### config.mk
export PLATFORM = sky130hd
export DESIGN_NAME = stp_pattern_gen
export DESIGN_NICKNAME = d
export VERILOG_FILES = /design/src/hw/stp_pkg.sv /design/src/hw/stp_pattern_gen.sv /design/src/hw/stp_skid_buffer.sv
export VERILOG_INCLUDE_DIRS = /design/src /design/src/hw
export SDC_FILE = /design/constraint.sdc
export NUM_CORES = 1
export LEC_CHECK = 0
export ABC_CLOCK_PERIOD_IN_PS = 2180
export BUFFER_PORTS_ARGS = -buffer_cell sky130_fd_sc_hd__buf_2
export CORE_UTILIZATION = 40
export CTS_CLUSTER_DIAMETER = 150
export DETAILED_ROUTE_END_ITERATION = 8
export PLACE_DENSITY = 0.58
export SETUP_SLACK_MARGIN = 0.5
export SLEW_MARGIN = 10
export SYNTH_ARGS = -nofsm -noshare
export SYNTH_HDL_FRONTEND = slang
export SYNTH_SLANG_ARGS = --single-unit
### constraint.sdc
create_clock -name clk -period 2.18 [get_ports clk]
set_input_delay 0.436 -clock clk [delete_from_list [all_inputs] [get_ports clk]]
set_output_delay 0.436 -clock clk [all_outputs]
set_load 0.02 [all_outputs]
### src/hw/stp_params.svh
// Purpose: offsets, field positions and reset values of the test pattern block
// Assumes: 4-bit register address, 16-bit register data
// Notes: included by the generator, the property module and the bench
`ifndef STP_PARAMS_SVH
`define STP_PARAMS_SVH

// register offsets
`define STP_REG_CTRL 4'h0
`define STP_REG_LANE 4'h1
`define STP_REG_CUSTOM 4'h2
`define STP_REG_STATUS 4'h3

// control register fields
`define STP_CTRL_GSEL_LSB 0
`define STP_CTRL_GSEL_MSB 2
`define STP_CTRL_IND 3
`define STP_CTRL_GPRBS 4
`define STP_CTRL_PSEUDO_RANDOM_ENABLE 5
`define STP_CTRL_PRBS_LONG 6
`define STP_CTRL_PRBS_RST 7
`define STP_CTRL_SER_LSB 8
`define STP_CTRL_SER_MSB 9
`define STP_CTRL_JESD 10
`define STP_CTRL_FSEL_LSB 11
`define STP_CTRL_FSEL_MSB 13
`define STP_CTRL_FPRBS 14

// lane register fields: 3-bit selects from bit 0, prbs enables from bit 12
`define STP_LANE_PRBS_LSB 12

// status register fields
`define STP_STAT_OVF 0
`define STP_STAT_FULL 1
`define STP_STAT_VALID 2

// reset values
`define STP_CTRL_RESET 16'h0200
`define STP_LANE_RESET 16'h0000
`define STP_CUSTOM_RESET 16'h0000
`define STP_PRBS_SEED 23'h7fffff

// lane count
`define STP_LANES 4
`endif

### src/hw/stp_pkg.sv
// Purpose: types of the test pattern block
// Assumes: nothing
// Notes: pattern codes are shared by global, lane and frame selects
package stp_pkg;
    typedef enum logic [2:0] {
        STP_PAT_NORMAL = 3'b000,
        STP_PAT_ZEROS = 3'b001,
        STP_PAT_ONES = 3'b010,
        STP_PAT_DESKEW = 3'b011,
        STP_PAT_SYNC = 3'b100,
        STP_PAT_CUSTOM = 3'b101,
        STP_PAT_RAMP = 3'b110,
        STP_PAT_TOGGLE = 3'b111
    } stp_pattern_t;

    typedef enum logic [1:0] {
        STP_SER_10 = 2'b00,
        STP_SER_12 = 2'b01,
        STP_SER_14 = 2'b10,
        STP_SER_16 = 2'b11
    } stp_factor_t;

    typedef enum logic [1:0] {
        STP_GEN_RUN = 2'b00,
        STP_GEN_WAIT = 2'b01,
        STP_GEN_RESTART = 2'b10
    } stp_gen_state_t;
endpackage

### src/hw/stp_pattern_gen.sv
// Purpose: substitutes test patterns for lane result words and the frame word
// Assumes: conversion clock and trigger arrive as asynchronous pins
// Notes: words are MSB-aligned in 16 bits; bits below the factor read zero except in the normal lane pattern
`include "stp_params.svh"

module stp_pattern_gen (
    // clock and reset
    input wire logic clk,
    input wire logic rst_n,
    // register port
    input wire logic [3:0] regAddr,
    input wire logic [15:0] regWriteData,
    input wire logic regWrite,
    input wire logic regRead,
    output logic [15:0] regReadData,
    // pins
    input wire logic conversionClock,
    input wire logic transmitTriggerPin,
    // channel result words, lane 0 in the low bits
    input wire logic [63:0] channelResultWords,
    // serializer side
    output logic [63:0] serialDataLanes,
    output logic [15:0] frameClockWord,
    output logic wordValid,
    input wire logic wordReady,
    output logic jesdEnable
);
    localparam int LANES = `STP_LANES;
    localparam int BUFW = 16 * LANES + 16;

    logic [15:0] ctrl_q;
    logic [15:0] laneCfg_q;
    logic [15:0] custom_q;
    logic [15:0] readData_q;
    logic overflow_q;
    logic [1:0] convSync_q;
    logic [1:0] trigSync_q;
    logic convPrev_q;
    logic trigPrev_q;
    logic prbsRstPrev_q;
    logic pending_q;
    logic [15:0] ramp_q;
    logic toggle_q;
    logic [22:0] prbs_q;
    logic jesd_q;
    stp_pkg::stp_gen_state_t genState_q;
    logic convEdge;
    logic restart;
    logic accept;
    logic bufReady;
    logic bufFull;
    logic bufValid;
    logic [BUFW-1:0] bufOut;
    logic [BUFW-1:0] bufIn;
    logic [15:0] prbsWord;
    logic [22:0] prbsNext;
    logic [15:0] frameWord;
    logic [2:0] gsel;
    logic [2:0] fsel;
    logic [1:0] ser;

    assign gsel = ctrl_q[`STP_CTRL_GSEL_MSB:`STP_CTRL_GSEL_LSB];
    assign fsel = ctrl_q[`STP_CTRL_FSEL_MSB:`STP_CTRL_FSEL_LSB];
    assign ser = ctrl_q[`STP_CTRL_SER_MSB:`STP_CTRL_SER_LSB];

    // mask keeping the active number of bits, MSB side
    function automatic logic [15:0] serMask(input logic [1:0] f);
        case (stp_pkg::stp_factor_t'(f))
            stp_pkg::STP_SER_10: serMask = 16'hffc0;
            stp_pkg::STP_SER_12: serMask = 16'hfff0;
            stp_pkg::STP_SER_14: serMask = 16'hfffc;
            default: serMask = 16'hffff;
        endcase
    endfunction

    // upper half of the active bits set
    function automatic logic [15:0] syncWord(input logic [1:0] f);
        case (stp_pkg::stp_factor_t'(f))
            stp_pkg::STP_SER_10: syncWord = 16'hf800;
            stp_pkg::STP_SER_12: syncWord = 16'hfc00;
            stp_pkg::STP_SER_14: syncWord = 16'hfe00;
            default: syncWord = 16'hff00;
        endcase
    endfunction

    // ramp count lifted to the MSB side
    function automatic logic [15:0] rampWord(input logic [15:0] r, input logic [1:0] f);
        case (stp_pkg::stp_factor_t'(f))
            stp_pkg::STP_SER_10: rampWord = {r[9:0], 6'h00};
            stp_pkg::STP_SER_12: rampWord = {r[11:0], 4'h0};
            stp_pkg::STP_SER_14: rampWord = {r[13:0], 2'h0};
            default: rampWord = r;
        endcase
    endfunction

    // pattern word for one select code; normal passes through
    function automatic logic [15:0] patWord(
        input logic [2:0] code,
        input logic usePrbs,
        input logic [15:0] normal,
        input logic [1:0] f,
        input logic [15:0] cust,
        input logic [15:0] ramp,
        input logic tog,
        input logic [15:0] prb
    );
        logic [15:0] w;
        w = 16'h0000;
        case (stp_pkg::stp_pattern_t'(code))
            stp_pkg::STP_PAT_NORMAL: w = normal;
            stp_pkg::STP_PAT_ZEROS: w = 16'h0000;
            stp_pkg::STP_PAT_ONES: w = 16'hffff;
            stp_pkg::STP_PAT_DESKEW: w = 16'h5555;
            stp_pkg::STP_PAT_SYNC: w = syncWord(f);
            stp_pkg::STP_PAT_CUSTOM: w = usePrbs ? prb : cust;
            stp_pkg::STP_PAT_RAMP: w = usePrbs ? prb : rampWord(ramp, f);
            stp_pkg::STP_PAT_TOGGLE: w = tog ? 16'hffff : 16'h0000;
            default: w = normal;
        endcase
        patWord = (code == stp_pkg::STP_PAT_NORMAL) ? w : (w & serMask(f));
    endfunction

    // sixteen generator steps; emitted bits form the word MSB first
    function automatic logic [38:0] prbsStep(input logic [22:0] s, input logic longSeq);
        logic [22:0] st;
        logic [15:0] bits;
        logic fb;
        st = s;
        bits = 16'h0000;
        fb = 1'b0;
        for (int i = 0; i < 16; i++) begin
            if (longSeq) begin
                bits[15-i] = st[22];
                fb = st[22] ^ st[17];
                st = {st[21:0], fb};
            end else begin
                bits[15-i] = st[8];
                fb = st[8] ^ st[4];
                st = {14'h0000, st[7:0], fb};
            end
        end
        prbsStep = {st, bits};
    endfunction

    assign {prbsNext, prbsWord} = prbsStep(prbs_q, ctrl_q[`STP_CTRL_PRBS_LONG]);

    // pins pass two flops before any logic reads them
    always_ff @(posedge clk or negedge rst_n) begin
        if (!rst_n) begin
            convSync_q <= 2'b00;
            trigSync_q <= 2'b00;
            convPrev_q <= 1'b0;
            trigPrev_q <= 1'b0;
        end else begin
            convSync_q <= {convSync_q[0], conversionClock};
            trigSync_q <= {trigSync_q[0], transmitTriggerPin};
            convPrev_q <= convSync_q[1];
            trigPrev_q <= trigSync_q[1];
        end
    end

    // bit restart fires on the clear after a set
    always_ff @(posedge clk or negedge rst_n) begin
        if (!rst_n) begin
            prbsRstPrev_q <= 1'b0;
        end else begin
            prbsRstPrev_q <= ctrl_q[`STP_CTRL_PRBS_RST];
        end
    end

    assign convEdge = convSync_q[1] && !convPrev_q;
    assign restart = (trigSync_q[1] && !trigPrev_q) ||
        (prbsRstPrev_q && !ctrl_q[`STP_CTRL_PRBS_RST]);
    assign accept = pending_q && bufReady;

    // one word owed per conversion edge, held until the buffer takes it
    always_ff @(posedge clk or negedge rst_n) begin
        if (!rst_n) begin
            pending_q <= 1'b0;
        end else if (convEdge) begin
            pending_q <= 1'b1;
        end else if (accept) begin
            pending_q <= 1'b0;
        end
    end

    // a restart parks the generators at their start until the next word
    always_ff @(posedge clk or negedge rst_n) begin
        if (!rst_n) begin
            genState_q <= stp_pkg::STP_GEN_RUN;
        end else begin
            case (genState_q)
                stp_pkg::STP_GEN_RUN: genState_q <= restart ?
                    stp_pkg::STP_GEN_RESTART : stp_pkg::STP_GEN_RUN;
                stp_pkg::STP_GEN_RESTART: genState_q <= stp_pkg::STP_GEN_WAIT;
                stp_pkg::STP_GEN_WAIT: genState_q <= (accept && !restart) ?
                    stp_pkg::STP_GEN_RUN : genState_q;
                default: genState_q <= stp_pkg::STP_GEN_RUN;
            endcase
        end
    end

    // generators step only on words taken, so a stall keeps the sequence whole
    always_ff @(posedge clk or negedge rst_n) begin
        if (!rst_n) begin
            ramp_q <= 16'h0000;
            toggle_q <= 1'b0;
            prbs_q <= `STP_PRBS_SEED;
        end else if (restart || (genState_q == stp_pkg::STP_GEN_RESTART && !accept)) begin
            ramp_q <= 16'h0000;
            toggle_q <= 1'b0;
            prbs_q <= `STP_PRBS_SEED;
        end else if (accept) begin
            ramp_q <= ramp_q + 16'h0001;
            toggle_q <= !toggle_q;
            prbs_q <= prbsNext;
        end
    end

    // per-lane substitution at the result stage
    generate
        for (genvar g = 0; g < LANES; g++) begin : gLane
            logic [2:0] code;
            logic usePrbs;
            // per-lane fields win only while individual select is on
            assign code = ctrl_q[`STP_CTRL_IND] ? laneCfg_q[3*g+2:3*g] : gsel;
            assign usePrbs = ctrl_q[`STP_CTRL_PSEUDO_RANDOM_ENABLE] && (ctrl_q[`STP_CTRL_IND] ?
                laneCfg_q[`STP_LANE_PRBS_LSB+g] : ctrl_q[`STP_CTRL_GPRBS]);
            // jesd transport uses this same word, so no separate path
            assign bufIn[16*g+15:16*g] = patWord(code, usePrbs,
                channelResultWords[16*g+15:16*g], ser, custom_q, ramp_q,
                toggle_q, prbsWord);
        end
    endgenerate

    // frame word: normal is the half-high frame shape
    assign frameWord = patWord(fsel,
        ctrl_q[`STP_CTRL_FPRBS] && ctrl_q[`STP_CTRL_PSEUDO_RANDOM_ENABLE],
        syncWord(ser), ser, custom_q, ramp_q, toggle_q, prbsWord);
    assign bufIn[BUFW-1:BUFW-16] = frameWord;

    stp_skid_buffer #(
        .WIDTH(BUFW)
    ) uBuffer (
        .clk(clk),
        .rst_n(rst_n),
        .inValid(pending_q),
        .inReady(bufReady),
        .inData(bufIn),
        .outValid(bufValid),
        .outReady(wordReady),
        .outData(bufOut),
        .full(bufFull)
    );

    assign serialDataLanes = bufOut[16*LANES-1:0];
    assign frameClockWord = bufOut[BUFW-1:BUFW-16];
    assign wordValid = bufValid;
    assign jesdEnable = jesd_q;

    // configuration registers
    always_ff @(posedge clk or negedge rst_n) begin
        if (!rst_n) begin
            ctrl_q <= `STP_CTRL_RESET;
            laneCfg_q <= `STP_LANE_RESET;
            custom_q <= `STP_CUSTOM_RESET;
        end else if (regWrite) begin
            case (regAddr)
                `STP_REG_CTRL: ctrl_q <= {1'b0, regWriteData[14:0]};
                `STP_REG_LANE: laneCfg_q <= regWriteData;
                `STP_REG_CUSTOM: custom_q <= regWriteData;
                default: ;
            endcase
        end
    end

    // registered copy so the output comes from a flop
    always_ff @(posedge clk or negedge rst_n) begin
        if (!rst_n) begin
            jesd_q <= 1'b0;
        end else begin
            jesd_q <= ctrl_q[`STP_CTRL_JESD];
        end
    end

    // lost word: an edge while the previous one is still owed; set beats clear
    always_ff @(posedge clk or negedge rst_n) begin
        if (!rst_n) begin
            overflow_q <= 1'b0;
        end else if (convEdge && pending_q && !bufReady) begin
            overflow_q <= 1'b1;
        end else if (regWrite && regAddr == `STP_REG_STATUS &&
            regWriteData[`STP_STAT_OVF]) begin
            overflow_q <= 1'b0;
        end
    end

    // read data stands one cycle after the strobe, zero otherwise
    always_ff @(posedge clk or negedge rst_n) begin
        if (!rst_n) begin
            readData_q <= 16'h0000;
        end else if (regRead) begin
            case (regAddr)
                `STP_REG_CTRL: readData_q <= ctrl_q;
                `STP_REG_LANE: readData_q <= laneCfg_q;
                `STP_REG_CUSTOM: readData_q <= custom_q;
                `STP_REG_STATUS: readData_q <= {13'h0000, bufValid, bufFull, overflow_q};
                default: readData_q <= 16'h0000;
            endcase
        end else begin
            readData_q <= 16'h0000;
        end
    end

    assign regReadData = readData_q;
endmodule

### src/hw/stp_skid_buffer.sv
// Purpose: two-entry buffer with valid and ready on both sides
// Assumes: single clock, asynchronous active-low reset
// Notes: output data and valid come straight from the head flops
module stp_skid_buffer #(
    parameter int WIDTH = 80
) (
    // clock and reset
    input wire logic clk,
    input wire logic rst_n,
    // filling side
    input wire logic inValid,
    output logic inReady,
    input wire logic [WIDTH-1:0] inData,
    // draining side
    output logic outValid,
    input wire logic outReady,
    output logic [WIDTH-1:0] outData,
    // state
    output logic full
);
    logic headValid_q;
    logic spareValid_q;
    logic [WIDTH-1:0] head_q;
    logic [WIDTH-1:0] spare_q;

    // only refuse when the spare entry is taken, so a stall never drops a word
    assign inReady = !spareValid_q;
    assign outValid = headValid_q;
    assign outData = head_q;
    assign full = spareValid_q;

    // head refills from spare first to keep order
    always_ff @(posedge clk or negedge rst_n) begin
        if (!rst_n) begin
            headValid_q <= 1'b0;
            head_q <= '0;
        end else if (outReady || !headValid_q) begin
            if (spareValid_q) begin
                head_q <= spare_q;
                headValid_q <= 1'b1;
            end else begin
                headValid_q <= inValid;
                if (inValid) begin
                    head_q <= inData;
                end
            end
        end
    end

    // spare catches a word while the head is stalled
    always_ff @(posedge clk or negedge rst_n) begin
        if (!rst_n) begin
            spareValid_q <= 1'b0;
            spare_q <= '0;
        end else if (outReady || !headValid_q) begin
            spareValid_q <= 1'b0;
        end else if (inValid && !spareValid_q) begin
            spare_q <= inData;
            spareValid_q <= 1'b1;
        end
    end
endmodule

* Word level (Yosys, flattened, before mapping)
Index checks and enable logic that the tools add are counted.
Word-level totals: bits in registers 277, output and inout bits 98, logic and storage cells 231, input bits 91
Cells by class: eq/ne operators 43, add/subtract/negate cells 1, muxes and demuxes 84, bitwise operators 38, reductions and logical operators 45
Operators with widths (number):
- $pmux W16 S8 | 4
- $mux W23 | 18
- $mux W16 | 19
- $mux W80 | 2
- $pmux W16 S7 | 1
- $and A16 B16 Y16 | 5
- $pmux W16 S4 | 1
- $eq A3 B3 Y1 const B | 20
- $pmux W16 S3 | 1
- $pmux W11 S3 | 1
- $xor A1 B1 Y1 | 32
- $eq A3 B2 Y1 const B | 10
- $mux W1 | 29
- $pmux W6 S3 | 1
- $add A16 B1 Y16 const B | 1
- $eq A3 B1 Y1 const B | 5
- $logic_and A1 B1 Y1 | 15
- $logic_not A3 Y1 | 5
- $mux W3 | 4
- $reduce_and A2 Y1 | 5
- $reduce_bool A2 Y1 | 5
- $eq A4 B2 Y1 const B | 2
- $logic_not A1 Y1 | 8
- $pmux W2 S3 | 1
- 10 further kinds | 16

* Logic depth before layout (Yosys ltp)
Gate-level depths: netlist of run 1.
word-level depth 37, mapped depth 9, gate-level depth less buffers 7

* Hierarchy
A second synthesis of run 1 with hierarchy kept.
Unflattened totals: cells, all modules 1566, area, all modules 17454.2 um2
By module, submodules not included:
- stp_pattern_gen | instances 1, area an instance 9396.5 um2, cells an instance 1130, sequential area each 2907.8 um2
- stp_skid_buffer | instances 1, area an instance 8057.7 um2, cells an instance 436, sequential area each 4053.9 um2

* Worst setup path before layout of run 1
No wires, ideal clock.
kind flip-flop to flip-flop, from reg ctrl_q[9], to reg uBuffer.spare_q[5], stages on the path, launching flop included 8, path buffers 1, period minus slack after synthesis 2.077 ns, arrival 1.944 ns, required time 2.048 ns, slack 0.103 ns, setup time 0.132 ns, cells stage by stage dfstp_2 > buf_2 > mux2_2 > a211oi_1 > o21ai_0 > a31o_2 > a22oi_1 > o21ai_0
On the way: longest elaborated chain between the ends 6, elaborated cells between the ends (all ways) 9, those cells by class eq/ne: 2; mux: 5; bitwise: 1; reduce/logical: 1
Ends and longest elaborated chain:
- start: declaration | line stp_pattern_gen.sv:31 | logic [15:0] ctrl_q;
- start signal: assignment | line stp_pattern_gen.sv:264 | ctrl_q <= `STP_CTRL_RESET;
- start signal: assignment | line stp_pattern_gen.sv:269 | `STP_REG_CTRL: ctrl_q <= {1'b0, regWriteData[14:0]};
- $eq A2 B2 Y1, or another cell as far along | line stp_pattern_gen.sv:68, stp_pattern_gen.sv:88
- $pmux W16 S3 | line stp_pattern_gen.sv:88 | case (stp_pkg::stp_factor_t'(f))
- $mux W16 | line stp_pattern_gen.sv:116 | stp_pkg::STP_PAT_RAMP: w = usePrbs ? prb : rampWord(ramp, f);
- $pmux W16 S8 | line stp_pattern_gen.sv:109 | case (stp_pkg::stp_pattern_t'(code))
- $and A16 B16 Y16 | line stp_pattern_gen.sv:120 | patWord = (code == stp_pkg::STP_PAT_NORMAL) ? w : (w & serMask(f));
- $mux W16 * | line stp_pattern_gen.sv:120
- end signal: assignment | line stp_skid_buffer.sv:58 | spare_q <= inData;
- end: declaration | line stp_skid_buffer.sv:24 | logic [WIDTH-1:0] spare_q;
Every way passes the cells marked *; elsewhere a longest branch is shown, timed or not. A chain may end at the register's enable or synchronous reset.

* Final worst setup path of run 1
from reg ctrl_q[3], to reg uBuffer.spare_q[49]
On the way: longest elaborated chain between the ends 6, elaborated cells between the ends (all ways) 16, those cells by class eq/ne: 7; mux: 6; bitwise: 1; reduce/logical: 2
Ends and longest elaborated chain:
- $mux W1 | line stp_pattern_gen.sv:227 | assign usePrbs = ctrl_q[`STP_CTRL_PSEUDO_RANDOM_ENABLE] && (ctrl_q[`STP_CTRL_IND] ?
- $logic_and A1 B1 Y1 | line stp_pattern_gen.sv:227
- $mux W16 (on tied branches) | line stp_pattern_gen.sv:116, stp_pattern_gen.sv:115
- $pmux W16 S8 | line stp_pattern_gen.sv:109
- $and A16 B16 Y16 | line stp_pattern_gen.sv:120
- $mux W16 * | line stp_pattern_gen.sv:120
Marked as above.

==> results of run 1 <==
## what timing repair did
action                                 CTS  global route
setup buffers                           60            17
endpoints found under the hold margin   57             0
pin swaps                               90            68
gates cloned                             3             0
setup endpoints to repair              183           188
resized for setup                      303           137
hold buffers                             3             0
## where the power goes
| part | switching [mW] | leakage (nW) | internal, mW |
|---|---|---|---|
| combinational | 8.60 | 6.28 | 6.82 |
| sequential | 1.53 | 3.43 | 6.88 |
| clock | 2.20 | 0.515 | 3.16 |
## final cells by class
type / instances / area [um2] / share of cell area
Multi-Input combinational cell: 1357 / 9940 / 0.430
Clock inverter: 12 / 150 / 0.00650
Clock buffer: 44 / 883 / 0.0382
Tap cell: 518 / 648 / 0.0280
Timing Repair Buffer: 554 / 4490 / 0.194
Sequential cell: 277 / 6980 / 0.302
Inverter: 4 / 15.0 / 0.000650
## per-layer routing
metal  up-vias  global-route usage
met1      8125               0.495
met2       671               0.510
li1       7351                   -
met5         -                   0
met4         2               0.132
met3       145              0.0423
## cells by family (layout without fill, tap and decap cells)
| kind of cell | count (synthesis) | after routing | share of synthesized area |
|---|---|---|---|
| and+or+nand+nor | 634 | 634 | 0.180 |
| buffers and inverters | 146 | 614 | 0.0386 |
| DFF | 277 | 277 | 0.442 |
| adders and majority gates | 1 | 1 | 0.000795 |
| muxes | 111 | 111 | 0.0853 |
| xor gates and xnor gates | 44 | 44 | 0.0245 |
| AOI/OAI and AO/OA | 567 | 567 | 0.229 |
## stage by stage
step	std cells	hold slack [ns]	total power, mW	utilization
floorplan	1780	0.140	14.8	-
global placement	2627	0.334	20.5	0.506
detailed placement	2627	0.340	20.7	0.506
CTS	2749	0.0974	28.1	0.580
global route	2766	0.101	30.5	0.597
finish	2766	0.109	29.2	0.597
## worst min-delay path by stage
stage,cells after the start,slack [ns],startpoint,endpoint
after floorplan,0,0.14,rst_n,convPrev_q
after global placement,0,0.33,trigSync_q[0],trigSync_q[1]
after detailed placement,0,0.34,convSync_q[0],convSync_q[1]
after CTS,2,0.1,regWriteData[6],custom_q[6]
after global routing,2,0.10,regWriteData[15],laneCfg_q[15]
final,2,0.11,regWriteData[15],laneCfg_q[15]
## flip-flops by register name (all words and copies together), names as in the netlist, 2 cells and up
signal and cells:
uBuffer.outData 80, uBuffer.spare_q 80, prbs_q 23, custom_q 16, laneCfg_q 16, ramp_q 16
regReadData 16, ctrl_q 15, convSync_q 2, genState_q 2, trigSync_q 2
## cell usage in the layout (no fill, tap or decap), types with 8 or more instances in the layout
cell type	count
buf_4	254
nand2_1	242
dfrtp_1	240
buf_2	186
nor2_1	171
a21oi_1	111
o21ai_1	103
o21ai_0	79
buf_6	71
mux2_2	64
and3_1	58
buf_12	35
clkbuf_16	30
xor2_1	25
o21ai_2	24
dfstp_2	24
nand3_1	20
mux2i_1	19
a211oi_2	18
a21oi_2	17
nor2_2	16
a22oi_2	16
o211ai_1	14
a22o_1	14
and2_4	13
nor3_1	13
a222oi_1	12
dfrtp_2	12
mux2_4	11
or3_1	11
nand2b_1	10
nand2_2	10
a31o_2	10
xnor2_1	10
a221oi_1	8
nand2_4	8
mux4_2	8
mux2i_4	8
nand4_1	8
clkbuf_8	8
==> run_results.csv, run 1 <==
group,metric,value,unit
setup_path,ff2ff_setup_slack,-0.14,ns
synthesis,netlist_area,0.0157,mm2
setup_path,endpoint_kind,"flip-flop",
layout,diodes,0,
layout,final_area,0.0231,mm2
synthesis,avgSynthCellArea,8.84,um2
job,drv_cap,0,
floorplan,io_pins,189,
synthesis,syn_nets,1872,
floorplan,core_region_area,0.0387,mm2
synthesis,postSynth.asyncResetShare,1.00,
synthesis,ys_top_cells_by_count,"nand2_1 (260), dfrtp_1 (253), o21ai_0 (202)",
placed_design,dp_slack,-0.453,ns
clock_tree,cts_buffer_depth,3,
route,wl_met1,31000,um
timing,fin_crit_sh,1.07,
clock_tree,cts_htree_levels,1,
setup_path,crit_start,"ctrl_q[3]",
synthesis,synth.top_cells.by_area,"dfrtp_1 (40%), o21ai_0 (6.4%), nand2_1 (6.2%), mux2_2 (5.4%), nor2_1 (4.6%)",
layout,fin_nets,2316,
synthesis,synth_top_area_cell,"dfrtp_1",
synthesis,yosysWarningCount,0,
placed_design,routabilityCongestion,1.00,
setup_path,path_cells,"buf_6 -> buf_6 -> mux2i_2 -> or4b_4 -> o31ai_2 -> buf_4 -> buf_6 -> a32o_2 -> nor2_4 -> o21ai_2",
timing,layout_setup_ws,-0.143,ns
setup_path,max_stage_delay,0.54,ns
grt,grt_max_degree,81,
clock_tree,worst_skew_pair.late_latency,0.59,ns
synthesis,synth_cell_type_count,71,
placed_design,dpl_cell_area,0.0196,mm2
clock_tree,numClockSinks,277,
clock_tree,cts_tree,"yes",
layout,final_layout_size_suffix_gt1_frac,0.443,
timing,setup_violations,66,
synthesis,ys_ff_latch,277,
route,drc,0,
setup_path,cp_common_cell,"buf_6",
setup_path,regToRegStartpoint,"ctrl_q[3]",
synthesis,synthFlopType,"dfrtp_1",
setup_path,slowest_stage,"dfrtp_4",
pwr,power_density,1260,mW/mm2
route,drtAntennaViolNets,0,
worst_hold_path,hold_class,"primary input to flip-flop",
route,totalWireLength,68800,um
synthesis,yosysTopAreaCellShare,0.402,
setup_path,cpLargestDelayFamily,"simple AND/OR/NAND/NOR gates",
clock_tree,cts_root_buf,"clkbuf_16",
timing,fin_tns_setup,-2.71,ns
floorplan,dieWidth,200,um
route,dr_wl_met3,4680,um
setup_path,critPathLaunchType,"flip-flop",
grt,antenna_found_initial,1,
floorplan,die_area,0.0401,mm2
grt,grt_util_all_layers,0.339,
run_status,violations,"setup timing",
pwr,ir_worst_vdd,0.817,mV
route,drtIter0Drc,1451,
timing,maxSlewHeadroom,0.456,
setup_path,path_depth,10,
synthesis,synth_edf_count,0,
setup_path,reg2reg_depth,10,
synthesis,yosysSeqAreaShare,0.442,
floorplan,dieHeight,200,um
grt,gr-total-overflow,0,
clock_tree,cts_buffers,30,
route,post_drt_wl_per_cell,24.9,um
synthesis,synth_cells,1780,
timing,max_freq,0.431,GHz
clock_tree,clk_pin_slew,0.06,ns
floorplan,initial_core_util,0.406,
placed_design,dp_hpwl,50000,um
setup_path,critPathRequiredTime,2.70,ns
placed_design,io_buffers,188,
pwr,leakagePower,10.2,nW
setup_path,path_buf_inv,4,
timing,clock_skew,0.0129,ns
grt,grt_pass1_vias,15834,
run_status,outcome,"finished with violations",
route,via_count,16294,
setup_path,worstPathMaxFanout,8,
timing,tightest_slew,0.813,ns
layout,syn_to_final_growth,46.9,%
route,drtPass1Iterations,5,
timing,hold_viol_final,0,
route,top_layer_used,"met5",
setup_path,crit_end,"uBuffer.spare_q[49]",
route,met2_length,30100,um
grt,grt_pass1_wl,103000,um
setup_path,crit_arrival,2.84,ns
setup_path,critPathKind,"flip-flop to flip-flop",
timing,min_period,2.32,ns
floorplan,num_rows,72,
timing,drv_slew,0,
layout,fill_cells,3433,
setup_path,r2r-end,"uBuffer.spare_q[49]",
synthesis,synth_most_common_cell,"nand2_1",
timing,rsz0062_at_grt,"true",
route,viasPerCell,5.89,
No activity file was read; power rests on OpenSTA's default activity.
==> run 2: changes to the inputs <==
Settings changed: ABC_AREA set to 1, ABC_CLOCK_PERIOD_IN_PS 2180 to 2600, PLACE_DENSITY 0.58 to 0.55.
Clock period 2.18 ns to 2.6 ns, I/O delays scaled along.
==> run 2 against run 1 <==
Against the previous run:
- the run now ends clean
- clock skew grew 0.014 ns
- non-clock buffer count shrank 186
- sequential share of layout area grew 3.1 points
- flip-flop and latch count is the same
- maximum frequency grew 10%
- count of clock-buffer cells in the layout grew 3
- total power shrank 32%
- sequential power shrank 19%
- worst setup slack gained 0.64 ns
- critical endpoint is now uBuffer.spare_q[27]
==> run_results.csv, run 2 <==
group,metric,value,unit
placed_design,dp_slack,0.349,ns
synthesis,netlist_area,0.0166,mm2
timing,hold_viol_final,0,
pwr,power_density,949,mW/mm2
setup_path,critPathLaunchType,"flip-flop",
pwr,comb_power_share,0.437,
timing,min_period,2.11,ns
placed_design,dpl_cell_area,0.0188,mm2
grt,grt_pass1_wl,99400,um
layout,final_area,0.0209,mm2
grt,grt_pass1_vias,16069,
clock_tree,worst_skew_pair.late_latency,0.58,ns
pwr,ir_worst_vdd,0.644,mV
setup_path,r2r-end,"uBuffer.spare_q[27]",
synthesis,yosysTopAreaCellShare,0.382,
layout,diodes,0,
job,drv_cap,0,
worst_hold_path,min_to,"trigSync_q[0]",
synthesis,postSynth.asyncResetShare,1.00,
timing,layout_setup_ws,0.494,ns
setup_path,critPathKind,"flip-flop to flip-flop",
setup_path,ff2ff_setup_slack,0.49,ns
grt,antenna_found_initial,0,
timing,drv_slew,0,
clock_tree,cts_htree_levels,1,
floorplan,core_region_area,0.0408,mm2
synthesis,synthFlopType,"dfrtp_1",
pwr,power_frac_seq,0.344,
synthesis,yosysWarningCount,0,
clock_tree,clk_pin_slew,0.06,ns
setup_path,endpoint_kind,"flip-flop",
synthesis,syn_nets,2563,
synthesis,synth.top_cells.by_area,"dfrtp_1 (38%), nand2_1 (23%), nor2_1 (6.5%), o21ai_0 (5.9%), nand3_1 (3.9%)",
layout,finalCoreUtilization,0.512,
setup_path,max_stage_delay,0.45,ns
layout,fin_nets,2841,
synthesis,ys_ff_latch,277,
clock_tree,cts_buffer_depth,3,
placed_design,dp_hpwl,48000,um
route,drtAntennaViolNets,0,
pwr,p_int,11.2,mW
pwr,leakagePower,11.0,nW
floorplan,num_rows,74,
placed_design,routabilityCongestion,0.973,
timing,tightest_slew,0.763,ns
synthesis,yosysSeqAreaShare,0.420,
pwr,switching_share,0.436,
setup_path,critPathRequiredTime,3.09,ns
route,drtIter0Drc,1504,
setup_path,slowest_stage,"dfrtp_2",
floorplan,io_pins,189,
floorplan,dieHeight,206,um
timing,fin_tns_setup,0,ns
floorplan,die_area,0.0423,mm2
layout,final_layout_size_suffix_gt1_frac,0.227,
route,drc,0,
pwr,clock_power_share,0.219,
timing,maxSlewHeadroom,0.488,
clock_tree,cts_buffers,31,
timing,clock_skew,0.0271,ns
floorplan,dieWidth,206,um
route,via_count,17550,
clock_tree,cts_root_buf,"clkbuf_16",
clock_tree,cts_tree,"yes",
setup_path,reg2reg_depth,12,
route,drtPass1Iterations,7,
route,post_drt_wl_per_cell,20.1,um
setup_path,cp_common_cell,"buf_6",
timing,setup_violations,0,
layout,fill_cells,4130,
setup_path,crit_arrival,2.59,ns
pwr,switchingPower,8.64,mW
floorplan,initial_core_util,0.406,
synthesis,ys_top_cells_by_count,"nand2_1 (1002), nor2_1 (288), dfrtp_1 (253)",
synthesis,avgSynthCellArea,6.71,um2
layout,syn_to_final_growth,26.1,%
synthesis,synth_top_area_cell,"dfrtp_1",
layout,layout_commonest_cell,"nand2_1",
grt,gr-total-overflow,0,
setup_path,regToRegStartpoint,"ctrl_q[3]",
worst_hold_path,min_from,"transmitTriggerPin",
synthesis,synth_cells,2471,
setup_path,path_cells,"buf_6 -> inv_8 -> o21ai_4 -> buf_6 -> inv_2 -> nor2_4 -> buf_6 -> o211ai_1 -> nand3_1 -> o21ai_2 -> buf_4 -> o21ai_2",
worst_hold_path,hold_class,"primary input to flip-flop",
setup_path,worstPathMaxFanout,6,
route,totalWireLength,66200,um
synthesis,synth_edf_count,0,
clock_tree,numClockSinks,277,
run_status,outcome,"completed",
route,viasPerCell,5.31,
synthesis,synth_most_common_cell,"nand2_1",
timing,fin_crit_sh,0.810,
worst_hold_path,whs_path_depth,1,
grt,grt_max_degree,59,
grt,grt_util_all_layers,0.312,
synthesis,synth_cell_type_count,54,
timing,max_freq,0.475,GHz
layout,final_cell_mix,"nand2_1 (930), nor2_1 (278), dfrtp_1 (251)",
timing,rsz0062_at_grt,"true",
placed_design,io_buffers,188,
[run 2: logic make-up (layout without fill, tap and decap cells)]
logic type | count (synthesis) | after routing | synth area share
simple gates | 1502 | 1502 | 0.369
flops | 277 | 277 | 0.420
buf+inv | 283 | 582 | 0.0688
xor+xnor | 10 | 10 | 0.00528
compound gates | 397 | 397 | 0.136
fa+ha+maj | 1 | 1 | 0.000755
mux | 1 | 1 | 0.000604
[run 2: per-layer routing]
metal  share of wire  global-route usage  wire, um
met1            0.46               0.455     30500
met2            0.43               0.476     28800
met3           0.069              0.0386      4550
met4           0.037               0.105      2430
met5               0                   0         0
[run 2: cell type report]
type	instances	area, um2	share of cell area
repair inverters	1	11.3	0.000539
flip-flops and latches	277	6960	0.333
multi-input cells	1911	9000	0.431
clock buffers	47	906	0.0433
repair buffers	368	2640	0.126
well taps	532	666	0.0319
clock inverters	7	83.8	0.00401
inverters	159	629	0.0301
[run 2: power by group through the flow]
stage	Combinational [mW]	Sequential (mW)	Clock (mW)
3_3_place_gp	7.73	6.82	0
4_1_cts	7.94	6.78	4.43
2_1_floorplan	4.32	7.07	0
6_report	8.67	6.83	4.34
5_1_grt	9.53	7.00	4.61
3_5_place_dp	7.77	6.84	0
[run 2: worst max-delay path: cells and delay by family (launching register included)]
kind,cells,cell delay (ns)
flip-flops,1,0.45
AO/OA/AOI/OAI,4,0.53
buffers and inverters,6,0.68
AND/OR/NAND/NOR,2,0.34
[run 2: through the flow]
stage,power [mW],cells,hold WS [ns]
finish,19.8,3302,0.0449
global route,21.1,3302,0.0298
CTS,19.2,3270,0.0240
detailed placement,14.6,3193,0.340
global placement,14.5,3193,0.338
floorplan,11.4,2471,0.224
[run 2: worst max path at each step]
stage	slack [ns]	endpoint	start	cells past startpoint
2_1_floorplan	0.74	uBuffer.outData[8]	ctrl_q[3]	13
3_5_place_dp	0.35	uBuffer.spare_q[14]	ctrl_q[3]	11
3_3_place_gp	0.32	uBuffer.spare_q[14]	ctrl_q[3]	11
6_report	0.49	uBuffer.spare_q[27]	ctrl_q[3]	12
4_1_cts	0.48	uBuffer.outData[57]	ctrl_q[3]	13
5_1_grt	0.42	uBuffer.outData[27]	ctrl_q[3]	12
[run 2: what timing repair did]
| item | CTS | global route |
|---|---|---|
| endpoints found under the hold margin | 44 | 0 |
| endpoints found under the setup margin | 104 | 145 |
| pin swaps | 7 | 67 |
| resized for setup | 29 | 203 |
| gates cloned | 1 | 4 |
| setup buffers | 21 | 28 |
| hold buffers | 1 | 0 |
==> run 3: changes to the inputs <==
Settings changed: ABC_CLOCK_PERIOD_IN_PS 2600 to 2060.
Clock period 2.6 ns to 2.06 ns, I/O delays scaled along.
==> run 3 against run 2 <==
Against the previous run:
- die area unchanged
- flip-flop and latch count unchanged
- critical path depth is 2 higher
- sequential share of layout area shrank 4.8 points
- register-to-register slack worse by 0.49 ns
- critical path type unchanged
==> run_results.csv, run 3 (same netlist as run 2, synthesis figures left out) <==
group,metric,value,unit
floorplan,core_region_area,0.0408,mm2
setup_path,worstPathMaxFanout,9,
layout,syn_to_final_growth,47.8,%
layout,seqCellArea,0.00697,mm2
floorplan,dieHeight,206,um
setup_path,critPathRequiredTime,2.53,ns
timing,fin_crit_sh,0.996,
layout,finalCoreUtilization,0.600,
layout,multiInputGateArea,0.0106,mm2
setup_path,path_cells,"inv_8 -> buf_8 -> o21ai_4 -> nand2_2 -> nor2_4 -> buf_12 -> o21ai_1 -> nand2_1 -> nand2_2 -> nand2_2 -> o21ai_2 -> nand2_1 -> nand2_1 -> nand2_1",
floorplan,dieWidth,206,um
timing,hold_viol_final,0,
setup_path,cp_common_cell,"nand2_1",
placed_design,dp_hpwl,48700,um
setup_path,path_buf_inv,3,
layout,diodes,0,
route,totalWireLength,68500,um
run_status,outcome,"completed",
floorplan,die_area,0.0423,mm2
setup_path,crit_arrival,2.52,ns
grt,grt_max_degree,67,
clock_tree,clk_pin_slew,0.06,ns
setup_path,max_stage_delay,0.46,ns
grt,grt_util_all_layers,0.315,
layout,fill_cells,3766,
floorplan,initial_core_util,0.406,
setup_path,endpoint_kind,"flip-flop",
placed_design,dpl_cell_area,0.0199,mm2
grt,grt_pass1_vias,16642,
timing,clock_skew,0.0152,ns
timing,max_freq,0.487,GHz
route,drc,0,
job,drv_cap,0,
route,drtIter0Drc,1278,
timing,setup_violations,0,
clock_tree,cts_buffer_depth,3,
timing,min_period,2.05,ns
clock_tree,numClockSinks,277,
setup_path,critPathLaunchType,"flip-flop",
placed_design,io_buffers,188,
route,post_drt_wl_per_cell,19.9,um
timing,maxSlewHeadroom,0.555,
worst_hold_path,hold_class,"primary input to flip-flop",
placed_design,dp_slack,-0.119,ns
clock_tree,cts_buffers,35,
layout,final_area,0.0245,mm2
layout,final_cell_mix,"nand2_1 (745), nor2_1 (256), dfrtp_1 (243)",
layout,fin_nets,2975,
pwr,power_density,1190,mW/mm2
clock_tree,cts_tree,"yes",
layout,final_layout_size_suffix_gt1_frac,0.392,
clock_tree,cts_root_buf,"clkbuf_16",
placed_design,routabilityCongestion,0.985,
grt,antenna_found_initial,1,
route,viasPerCell,5.31,
setup_path,critPathKind,"flip-flop to flip-flop",
timing,tightest_slew,0.667,ns
setup_path,cpLargestDelayFamily,"simple AND/OR/NAND/NOR gates",
clock_tree,worst_skew_pair.late_latency,0.54,ns
timing,drv_slew,0,
pwr,ir_worst_vdd,1.23,mV
route,drtAntennaViolNets,0,
floorplan,io_pins,189,
grt,grt_pass1_wl,99300,um
timing,rsz0062_at_grt,"true",
setup_path,slowest_stage,"dfrtp_2",
route,drtPass1Iterations,5,
grt,gr-total-overflow,0,
pwr,leakagePower,12.6,nW
layout,layout_commonest_cell,"nand2_1",
floorplan,num_rows,74,
route,via_count,18251,
timing,layout_setup_ws,0.00822,ns
clock_tree,cts_htree_levels,2,
## run 3: cell count changes in the layout (fill, tap and decap cells not counted), moves of 23 or more
| cell | delta |
|---|---|
| buf_12 | +38 |
| buf_4 | +50 |
| buf_6 | +24 |
| inv_1 | -23 |
| nand2_1 | -185 |
| nand2_2 | +154 |
| nand2_4 | +28 |
| nand3_1 | -57 |
| nand3_2 | +47 |
| o21ai_0 | -45 |
| o21ai_2 | +35 |
## run 3: worst min-delay path, delay by kind of cell
kind | cells | cell delay [ns]
AOI/OAI and AO/OA | 1 | 0.08
buffers and inverters | 2 | 0.16
## run 3: what timing repair did
item,in CTS,in global routing
hold buffers,3,0
setup buffers,37,52
cloned,5,8
gates resized for setup,252,470
pin swaps,117,222
setup endpoints to repair,198,201
hold endpoints to repair,32,0
## run 3: area by class of cell
| class | count | share of cell area |
|---|---|---|
| tap | 532 | 0.0272 |
| timing repair inverter | 2 | 0.000511 |
| multi-input combinational | 1912 | 0.433 |
| clock buffer | 48 | 0.0428 |
| clock inverter | 14 | 0.00644 |
| timing repair buffer | 496 | 0.178 |
| inverter | 159 | 0.0271 |
| sequential | 277 | 0.285 |
## run 3: worst paths after layout
path                                  start             endpoint  slack, ns  cells past startpoint
max in group asynchronous             rst_n       regReadData[6]       0.92                      4
hold reg to reg               trigSync_q[0]        trigSync_q[1]       0.35                      0
min in group asynchronous             rst_n  uBuffer.outData[51]       0.36                      2
setup reg to reg                  ctrl_q[3]  uBuffer.outData[47]      0.008                     14
setup / recovery                  ctrl_q[3]  uBuffer.outData[47]      0.008                     14
hold / removal             regWriteData[15]         custom_q[15]       0.15                      3
## run 3: power by group
group | internal, mW | total, mW | switching [mW]
Sequential | 7.21 | 8.55 | 1.34
Combinational | 5.60 | 14.3 | 8.66
Clock | 3.94 | 6.38 | 2.44
Total | 16.7 | 29.2 | 12.4
## run 3: metal layers
| metal | wire [um] | up-vias | GRT usage |
|---|---|---|---|
| li1 | - | 8759 | - |
| met1 | 30600 | 8709 | 0.440 |
| met2 | 31100 | 640 | 0.488 |
| met3 | 4110 | 143 | 0.0431 |
| met4 | 2710 | 0 | 0.130 |
| met5 | 0 | - | 0 |
## run 3: metrics by stage
| step | hold slack [ns] | power (mW) | instances | setup TNS, ns |
|---|---|---|---|---|
| floorplan | 0.116 | 14.6 | 2471 | 0 |
| global route | 0.167 | 30.8 | 3440 | -2.15 |
| finish | 0.150 | 29.2 | 3440 | 0 |
| detailed placement | 0.321 | 19.5 | 3273 | -1.94 |
| global placement | 0.326 | 19.4 | 3273 | -1.23 |
| CTS | 0.133 | 27.2 | 3380 | 0 |
